### src/osh_pkg.sv
package osh_pkg;

   // Width of the homing method selector
   localparam int METHOD_W = 8;

   // Supported homing method codes
   localparam logic [7:0] METHOD_23 = 8'h17;
   localparam logic [7:0] METHOD_24 = 8'h18;
   localparam logic [7:0] METHOD_25 = 8'h19;
   localparam logic [7:0] METHOD_26 = 8'h1A;
   localparam logic [7:0] METHOD_27 = 8'h1B;
   localparam logic [7:0] METHOD_28 = 8'h1C;
   localparam logic [7:0] METHOD_29 = 8'h1D;

   // Input pins that pass the synchroniser, and their bit positions
   localparam int PIN_COUNT = 3;
   localparam int PIN_ORIGIN = 0;
   localparam int PIN_FWD_LIMIT = 1;
   localparam int PIN_REV_LIMIT = 2;

   // Reset value of the synchroniser flops (switches inactive)
   localparam logic [2:0] PIN_RESET = 3'h0;

   // Sequencer phases, one-hot
   typedef enum logic [3:0] {
      PH_IDLE = 4'h1,
      PH_FAST = 4'h2,
      PH_SLOW = 4'h4,
      PH_BACK = 4'h8
   } osh_phase_t;

endpackage : osh_pkg

### src/osh_pin_sync.sv
`timescale 1ns/1ns
`default_nettype none

// Two-flop synchroniser per pin, plus a registered copy for edge detection
module osh_pin_sync (
   input wire logic clk, // Control clock
   input wire logic rst, // Asynchronous reset, active high
   input wire logic [osh_pkg::PIN_COUNT-1:0] pinIn, // Raw switch pins
   output logic [osh_pkg::PIN_COUNT-1:0] level, // Synchronised level
   output logic [osh_pkg::PIN_COUNT-1:0] rise, // One-cycle rising edge
   output logic [osh_pkg::PIN_COUNT-1:0] fall // One-cycle falling edge
);

   logic [osh_pkg::PIN_COUNT-1:0] meta_r;
   logic [osh_pkg::PIN_COUNT-1:0] sync_r;
   logic [osh_pkg::PIN_COUNT-1:0] prev_r;

   genvar i;
   generate
      for (i = 0; i < osh_pkg::PIN_COUNT; i++) begin : g_pin
         // First flop is read only by the second one
         always_ff @(posedge clk or posedge rst) begin
            if (rst) begin
               meta_r[i] <= osh_pkg::PIN_RESET[i];
               sync_r[i] <= osh_pkg::PIN_RESET[i];
               prev_r[i] <= osh_pkg::PIN_RESET[i];
            end else begin
               meta_r[i] <= pinIn[i];
               sync_r[i] <= meta_r[i];
               prev_r[i] <= sync_r[i];
            end
         end

         // Edges compare the synced level with its registered copy
         assign rise[i] = sync_r[i] & ~prev_r[i];
         assign fall[i] = ~sync_r[i] & prev_r[i];
         assign level[i] = sync_r[i];
      end
   endgenerate

endmodule : osh_pin_sync

`default_nettype wire

### src/osh_method_decode.sv
`timescale 1ns/1ns
`default_nettype none

// Turns a method code into the three traits that drive the sequence
module osh_method_decode (
   input wire logic [7:0] method, // Selected homing method
   output logic supported, // Method is handled here
   output logic searchFwd, // Fast search starts forward
   output logic slowFwd, // Low-speed direction after the rising edge
   output logic stopOnFall // Stop on falling edge, else one more leg
);

   // The second low-speed leg always runs against slowFwd
   always_comb begin
      supported = 1'b1;
      searchFwd = 1'b0;
      slowFwd = 1'b0;
      stopOnFall = 1'b0;
      unique case (method)
         osh_pkg::METHOD_23: begin
            searchFwd = 1'b1;
            stopOnFall = 1'b1;
         end
         osh_pkg::METHOD_24: begin
            searchFwd = 1'b1;
         end
         osh_pkg::METHOD_25: begin
            searchFwd = 1'b1;
            slowFwd = 1'b1;
         end
         osh_pkg::METHOD_26: begin
            searchFwd = 1'b1;
            slowFwd = 1'b1;
            stopOnFall = 1'b1;
         end
         osh_pkg::METHOD_27: begin
            slowFwd = 1'b1;
            stopOnFall = 1'b1;
         end
         osh_pkg::METHOD_28: begin
            slowFwd = 1'b1;
         end
         osh_pkg::METHOD_29: begin
         end
         default: begin
            supported = 1'b0;
         end
      endcase
   end

endmodule : osh_method_decode

`default_nettype wire

### src/osh_homing_seq.sv
// Notes on behaviour
// - Switch active at start: skip fast search, start slow in method's direction.
// - Limit hit in search direction during fast search: reverse, stay fast.
// - 24 no limit: fwd fast, rise to rev slow, fall to fwd slow, stop rise.
// - 24 after limit: rev fast, rise rev slow, fall fwd slow, stop rise.
// - 24 switch active: rev slow, fall to fwd slow, stop on rise.
// - 25 no limit: fwd fast, rise fwd slow, fall rev slow, stop rise.
// - 25 switch active: fwd slow, fall to rev slow, stop on rise.
// - 26 no limit: fwd fast, rise fwd slow, stop on fall.
// - 26 after limit: rise turns to fwd slow, stop on fall.
// - 26 and 27 switch active: fwd slow, stop on fall.
// - 27 no limit: rev fast, rise to fwd slow, stop on fall.
// - 27 after limit: fwd fast, rise fwd slow, stop on fall.
// - 28 no limit: rev fast, rise fwd slow, fall rev slow, stop rise.
// - 28 after limit: fwd fast, rise fwd slow, fall rev slow, stop rise.
// - 28 switch active: fwd slow, fall to rev slow, stop on rise.
// - 29 no limit: rev fast, rise rev slow, fall fwd slow, stop rise.
// - 29 after limit: rise to rev slow, fall fwd slow, stop rise.
// - 29 switch active: rev slow, fall to fwd slow, stop on rise.
`timescale 1ns/1ns
`default_nettype none

module osh_homing_seq (
   input wire logic clk, // Control clock, 250 MHz
   input wire logic rst, // Asynchronous reset, active high
   input wire logic startHoming, // One-cycle request to start homing
   input wire logic abortHoming, // One-cycle request to stop at once
   input wire logic [7:0] homingMethod, // Method selector
   input wire logic originSwitch, // Origin switch pin, active high
   input wire logic fwdLimit, // Forward travel limit pin, active high
   input wire logic revLimit, // Reverse travel limit pin, active high
   output logic moveEnable, // Motion loop should move
   output logic dirForward, // 1 forward, 0 reverse
   output logic speedHigh, // High search speed selected
   output logic speedLow, // Low creep speed selected
   output logic busy, // Sequence in progress
   output logic homingDone, // One-cycle pulse at the final stop
   output logic homingFault, // Sticky fault, cleared by next start
   output logic methodBad // Last start named an unsupported method
);

   logic [osh_pkg::PIN_COUNT-1:0] pinRaw;
   logic [osh_pkg::PIN_COUNT-1:0] pinLevel;
   logic [osh_pkg::PIN_COUNT-1:0] pinRise;
   logic [osh_pkg::PIN_COUNT-1:0] pinFall;
   logic originLevel;
   logic originRise;
   logic originFall;
   logic fwdLimitLevel;
   logic revLimitLevel;

   logic methodOk;
   logic searchFwd;
   logic slowFwd;
   logic stopOnFall;

   osh_pkg::osh_phase_t phase_r;
   osh_pkg::osh_phase_t phase_nxt;
   logic dir_r;
   logic dir_nxt;
   logic reversed_r;
   logic reversed_nxt;
   logic slowFwd_r;
   logic slowFwd_nxt;
   logic stopOnFall_r;
   logic stopOnFall_nxt;
   logic done_r;
   logic done_nxt;
   logic fault_r;
   logic fault_nxt;
   logic bad_r;
   logic bad_nxt;

   logic limitAhead;

   // Pins gathered for the synchroniser
   assign pinRaw[osh_pkg::PIN_ORIGIN] = originSwitch;
   assign pinRaw[osh_pkg::PIN_FWD_LIMIT] = fwdLimit;
   assign pinRaw[osh_pkg::PIN_REV_LIMIT] = revLimit;

   // Every pin passes two flops before the sequencer looks at it
   osh_pin_sync u_sync (
      .clk(clk),
      .rst(rst),
      .pinIn(pinRaw),
      .level(pinLevel),
      .rise(pinRise),
      .fall(pinFall)
   );

   // Origin edges come from the synced, registered copy
   assign originLevel = pinLevel[osh_pkg::PIN_ORIGIN];
   assign originRise = pinRise[osh_pkg::PIN_ORIGIN];
   assign originFall = pinFall[osh_pkg::PIN_ORIGIN];
   assign fwdLimitLevel = pinLevel[osh_pkg::PIN_FWD_LIMIT];
   assign revLimitLevel = pinLevel[osh_pkg::PIN_REV_LIMIT];

   // Method traits are taken at start and held for the whole run
   osh_method_decode u_decode (
      .method(homingMethod),
      .supported(methodOk),
      .searchFwd(searchFwd),
      .slowFwd(slowFwd),
      .stopOnFall(stopOnFall)
   );

   // Limit in the current direction of travel
   assign limitAhead = dir_r ? fwdLimitLevel : revLimitLevel;

   // Phase and direction sequencing
   always_comb begin
      phase_nxt = phase_r;
      dir_nxt = dir_r;
      reversed_nxt = reversed_r;
      slowFwd_nxt = slowFwd_r;
      stopOnFall_nxt = stopOnFall_r;
      done_nxt = 1'b0;
      fault_nxt = fault_r;
      bad_nxt = bad_r;
      unique case (phase_r)
         osh_pkg::PH_IDLE: begin
            if (startHoming) begin
               fault_nxt = 1'b0;
               bad_nxt = ~methodOk;
               if (methodOk) begin
                  slowFwd_nxt = slowFwd;
                  stopOnFall_nxt = stopOnFall;
                  reversed_nxt = 1'b0;
                  if (originLevel) begin
                     // Switch already on: decel point valid, go slow at once
                     phase_nxt = osh_pkg::PH_SLOW;
                     dir_nxt = slowFwd;
                  end else begin
                     phase_nxt = osh_pkg::PH_FAST;
                     dir_nxt = searchFwd;
                  end
               end
            end
         end
         osh_pkg::PH_FAST: begin
            if (abortHoming) begin
               phase_nxt = osh_pkg::PH_IDLE;
            end else if (originRise) begin
               // Decelerate; 23/24/29 end up reverse, the rest forward
               phase_nxt = osh_pkg::PH_SLOW;
               dir_nxt = slowFwd_r;
            end else if (limitAhead) begin
               if (reversed_r) begin
                  // Both limits met without the switch: give up
                  phase_nxt = osh_pkg::PH_IDLE;
                  fault_nxt = 1'b1;
               end else begin
                  dir_nxt = ~dir_r;
                  reversed_nxt = 1'b1;
               end
            end
         end
         osh_pkg::PH_SLOW: begin
            if (abortHoming) begin
               phase_nxt = osh_pkg::PH_IDLE;
            end else if (originFall) begin
               if (stopOnFall_r) begin
                  phase_nxt = osh_pkg::PH_IDLE;
                  done_nxt = 1'b1;
               end else begin
                  // Turn round and creep back onto the switch
                  phase_nxt = osh_pkg::PH_BACK;
                  dir_nxt = ~slowFwd_r;
               end
            end else if (limitAhead) begin
               phase_nxt = osh_pkg::PH_IDLE;
               fault_nxt = 1'b1;
            end
         end
         osh_pkg::PH_BACK: begin
            if (abortHoming) begin
               phase_nxt = osh_pkg::PH_IDLE;
            end else if (originRise) begin
               phase_nxt = osh_pkg::PH_IDLE;
               done_nxt = 1'b1;
            end else if (limitAhead) begin
               phase_nxt = osh_pkg::PH_IDLE;
               fault_nxt = 1'b1;
            end
         end
         default: begin
            // Corrupted one-hot code: fall back to a safe stop
            phase_nxt = osh_pkg::PH_IDLE;
            fault_nxt = 1'b1;
         end
      endcase
   end

   // Sequencer state registers
   always_ff @(posedge clk or posedge rst) begin
      if (rst) begin
         phase_r <= osh_pkg::PH_IDLE;
         dir_r <= 1'b0;
         reversed_r <= 1'b0;
         slowFwd_r <= 1'b0;
         stopOnFall_r <= 1'b0;
         done_r <= 1'b0;
         fault_r <= 1'b0;
         bad_r <= 1'b0;
      end else begin
         phase_r <= phase_nxt;
         dir_r <= dir_nxt;
         reversed_r <= reversed_nxt;
         slowFwd_r <= slowFwd_nxt;
         stopOnFall_r <= stopOnFall_nxt;
         done_r <= done_nxt;
         fault_r <= fault_nxt;
         bad_r <= bad_nxt;
      end
   end

   // Commands to the motion loop; all decoded from flops only
   assign moveEnable = (phase_r != osh_pkg::PH_IDLE);
   assign busy = (phase_r != osh_pkg::PH_IDLE);
   assign speedHigh = (phase_r == osh_pkg::PH_FAST);
   assign speedLow = (phase_r == osh_pkg::PH_SLOW) || (phase_r == osh_pkg::PH_BACK);
   assign dirForward = dir_r;

   // Status outputs
   assign homingDone = done_r;
   assign homingFault = fault_r;
   assign methodBad = bad_r;

endmodule : osh_homing_seq

`default_nettype wire

### config.mk
export PLATFORM = sky130hd
export DESIGN_NAME = osh_homing_seq
export DESIGN_NICKNAME = d
export VERILOG_FILES = /design/src/osh_pkg.sv /design/src/osh_pin_sync.sv /design/src/osh_method_decode.sv /design/src/osh_homing_seq.sv
export SDC_FILE = /design/constraint.sdc
export NUM_CORES = 1
export LEC_CHECK = 0
export BUFFER_PORTS_ARGS = -buffer_cell sky130_fd_sc_hd__buf_2
export CORE_MARGIN = 5
export CORE_UTILIZATION = 54
export CTS_CLUSTER_SIZE = 14
export DETAILED_ROUTE_END_ITERATION = 16
export PLACE_DENSITY = 0.78
export SLEW_MARGIN = 20
export SYNTH_ARGS = -nofsm -noshare
export SYNTH_HDL_FRONTEND = slang
export SYNTH_HIERARCHICAL = 1
export SYNTH_SLANG_ARGS = --single-unit
### constraint.sdc
create_clock -name clk -period 1.98 [get_ports clk]
set_input_delay 0.099 -clock clk [delete_from_list [all_inputs] [get_ports clk]]
set_output_delay 0.099 -clock clk [all_outputs]
set_load 0.02 [all_outputs]
### After elaboration in Yosys (flattened, before gate mapping)

Index checks and enable logic that the tools add are counted.

* flip-flop bits (word level): 18
* latch bits: 0
* memory bits (writable): 0
* memory bits (read-only): 0
* input bits: 15
* output and inout bits: 8
* word-level logic and storage cells: 116
* memories: 0

* $add $sub $neg: 0
* $mul: 0
* div/mod/pow operators: 0
* magnitude comparators: 0
* equal/unequal tests: 28
* shift operators: 0
* muxes and demuxes: 53
* bitwise gates (word level): 7
* reductions and logical operators: 13

Operator list (count)
* $eq 8x5->1 const B: 7
* $mux 4: 12
* $mux 1: 35
* $ne 2x2->1 const B: 10
* $reduce_and 9->1: 2
* $pmux 4 s4: 1
* $ne 4x2->1 const B: 2
* $reduce_or 4->1: 2
* $reduce_or 7->1: 1
* $reduce_and 6->1: 1
* $not 1->1: 5
* $eq 4x1->1 const B: 1
* $eq 4x2->1 const B: 1
* $eq 4x3->1 const B: 1
* $eq 4x4->1 const B: 1
* $ne 2x1->1 const B: 2
* $ne 4x1->1 const B: 1
* $pmux 1 s2: 2
* $pmux 1 s4: 1
* $reduce_and 4->1: 1
* $mux 3: 1
* $ne 3x1->1 const B: 1
* $ne 3x3->1 const B: 1
* $pmux 1 s3: 1
* 7 further kinds: 8

### Depth between registers and ports, before layout

* word-level depth: 7
* mapped depth: 7

### Hierarchy

The synthesis kept the hierarchy.

Modules (own cells, without submodules)
* osh_homing_seq: instances 1, cells an instance 94, area an instance 834.6 µm², sequential area each 276.5 µm²
* osh_pin_sync: instances 1, cells an instance 16, area an instance 281.5 µm², sequential area each 225.2 µm²
* osh_method_decode: instances 1, cells an instance 17, area an instance 96.3 µm², sequential area each 0.0 µm²

### Worst setup path before layout

Ideal clock, no wire load.

* path type: reg-to-reg
* start: register phase_r[2]
* end: register dir_r, in the netlist dirForward
* data arrival time: 1.622 ns
* data required time: 1.855 ns
* slack: 0.233 ns
* stages on the path, launching flop included: 6
* period minus slack after synthesis: 1.747 ns
* path through: dfrtp_1 or4b_4 clkinv_4 nand2b_2 o221ai_1 mux2_2

* cells in the longest elaborated chain, start to end: 3

Ends and longest elaborated chain
* start, declared: line osh_homing_seq.sv:57 `osh_pkg::osh_phase_t phase_r;`
* start signal, assigned: line osh_homing_seq.sv:197 `phase_r <= osh_pkg::PH_IDLE;`
* start signal, assigned: line osh_homing_seq.sv:206 `phase_r <= phase_nxt;`
* $eq 4x2->1 (*)
* named net speedHigh: line osh_homing_seq.sv:34 `output logic speedHigh,`
* $ne 3x1->1 (no line), or another cell as far along
* $reduce_and 9->1 (no line)
* end signal, assigned: line osh_homing_seq.sv:207 `dir_r <= dir_nxt;`
* end, declared: line osh_homing_seq.sv:59 `logic dir_r;`

The timed path passes the listed nets; every way through them passes the cells marked *.
A chain may end at the register's enable or synchronous reset.

### Final worst setup path

* start: register phase_r[0]
* end: register dir_r, in the netlist dirForward

* cells in the longest elaborated chain, start to end: 3

Ends and longest elaborated chain
* $eq 4x2->1, or another cell as far along: line osh_homing_seq.sv:120 `unique case (phase_r)`
* $ne 3x1->1 (no line), or another cell as far along
* $reduce_and 9->1 (no line)

Several ways; a longest one is shown, not always the timed one.

==> reports/qor.txt <==
Run status: completed
Syn avg cell area: 9.32 µm²
Worst skew pair latency: 0.30 ns
CP endpoint kind: flop
I/O Buffers: 22
Critical R2R Launch: phase_r[0]
CTS sink cnt: 18
DRT Wirelength: 2720 µm
Post-Syn Nets: 136
DRC: 0
Crit-path cells: or4b_4 -> clkinv_4 -> nand2b_2 -> o221ai_1 -> mux2_2
Static Leak: 0.624 nW
CTS tree: done
Clock edge transition at the registers on the reported setup and hold paths: 0.12 ns
Area delta synth->final: 20.1%
Max Slew Vio Count: 0
Slowest stage cell, crit path: or4b_4
TNS Setup: 0 ns
Hold slack: 0.0726 ns
Die Y-Extent: 55.7 µm
Wire per inst: 15.5 µm
HPWL Detailed: 2000 µm
CP top delay family: simple AND/OR/NAND/NOR gates
Ratio of cells with drive above 1 in the final layout: 0.302
Fmax: 537 MHz
Root Buffer: clkbuf_4
Slew @ Worst Pin: 0.480 ns
Crit start category: flop
Crit Path Class: flop to flop
Vias post-DR: 1,006
First-pass GRT wire length: 4670 µm
Post-CTS setup buffers: 0
Max-Cap Viols: 0
DP Area: 1270 µm²
PwrDens: 532 nW/µm²
Commonest non-fill, non-tap cells in the layout: 22 x buf_2, 17 x dfrtp_1, 9 x nor2_1, 9 x nand2_1, 8 x o21ai_0
Via-to-Cell Ratio: 5.72
Die Wd: 55.7 µm
Total GRT Usage: 0.187
Drt pass-1 iters: 4
Core Region: 1980 µm²
Max Buffers Root-to-Sink: 2
Inserted Clock Buffers: 3
Fin nets: 165
Crit path time final: 1.86 ns
Final setup fails: 0
I/O pins: 23
Post-Synthesis Cells: 121
Final Hold Viols: 0
Non-Filler Instances: 176
WP buf/inv: 1
Commonest non-fill, non-tap cell in the layout: buf_2
Crit share post-route: 0.941
Die ar.: 3100 µm²
Crit-path max FO: 15
VDD IR max: 0.477 mV
Final GP Congestion: 0.871
Final ANT Viol Nets: 0
Initial Util: 0.569
CP arrival: 2.05 ns
Vias in the first global route: 1,011
Count of warnings emitted by yosys: 6
Number of fill cells: 160
Initial antenna violation count: 0
Site Rows: 16
H-tree levels: 1
Relative slew margins: 0.676
Final Core Density: 0.683
RSZ-0062 raised after global routing: no
Worst Clk Skew: 0.0117 ns
N_diodes: 0
Fin area: 1350 µm²
Max incr delay on CP: 0.59 ns
Required @ worst endpoint: 2.17 ns
Worst Setup SP: phase_r[0]
Hold path start: abortHoming
Synthesized area: 1130 µm²
Hold crit path type: input pin to flop
Largest net degree at the start of global routing: 16
Initial DRC count: 38
Total gr overflow: 0
DP Cell Count: 168
==> metrics by stage <==
stage	setup slack [ns]	total power, mW
6_report	0.118	0.720
5_1_grt	0.0683	0.757
4_1_cts	0.123	0.723
3_5_place_dp	0.152	0.484
3_3_place_gp	0.161	0.481
2_1_floorplan	0.233	0.449
==> what timing repair did <==
| item | 4_1_cts | 5_1_grt |
|---|---|---|
| hold endpoints to repair | 20 | 0 |
| resized for setup | 0 | 1 |
| setup endpoints to repair | 0 | 3 |
| hold buffers | 4 | 0 |
==> state kept, by name, indices dropped and copies added (netlist names) <==
name	count
phase_r	4
u_sync/level	3
u_sync/meta_r	3
dirForward	1
homingDone	1
homingFault	1
methodBad	1
reversed_r	1
slowFwd_r	1
stopOnFall_r	1
u_sync/prev_r	1
==> cell type report <==
cell class                 count  area (µm²)  area share
clock buffer                   4        36.3      0.0268
inverter                       7        31.3      0.0231
multi-input combinational     89         613       0.453
tap                           27        33.8      0.0250
sequential                    18         452       0.334
timing repair buffer          31         188       0.139
==> metal layers <==
metal	global-route usage	routed length, µm	vias up
met5	0	0	-
met2	0.307	1360	46
met1	0.244	1130	462
li1	-	-	492
met3	0.0325	175	6
met4	0.0729	59	0
==> worst register-to-register path, stage by stage (launching register included) <==
cell and delay [ns]:
dfstp_2 0.46, or4b_4 0.59, clkinv_4 0.09, nand2b_2 0.06, o221ai_1 0.19, mux2_2 0.37
==> where the power goes <==
part	internal [mW]	switching, mW
registers	0.380	0.00826
clock network	0.112	0.124
logic	0.0426	0.0535
total	0.534	0.186
==> path summary, 6_finish.rpt <==
path / to / slack (ns) / cells after the start
max: dirForward / 0.12 / 5
min: phase_r[3] / 0.07 / 2
max reg2reg: dirForward / 0.12 / 5
min reg2reg: u_sync/level[2] / 0.37 / 0
max in group asynchronous: phase_r[0] / 1.28 / 3
min in group asynchronous: u_sync/meta_r[0] / 0.25 / 3
Power figures use the tool's default switching activity.
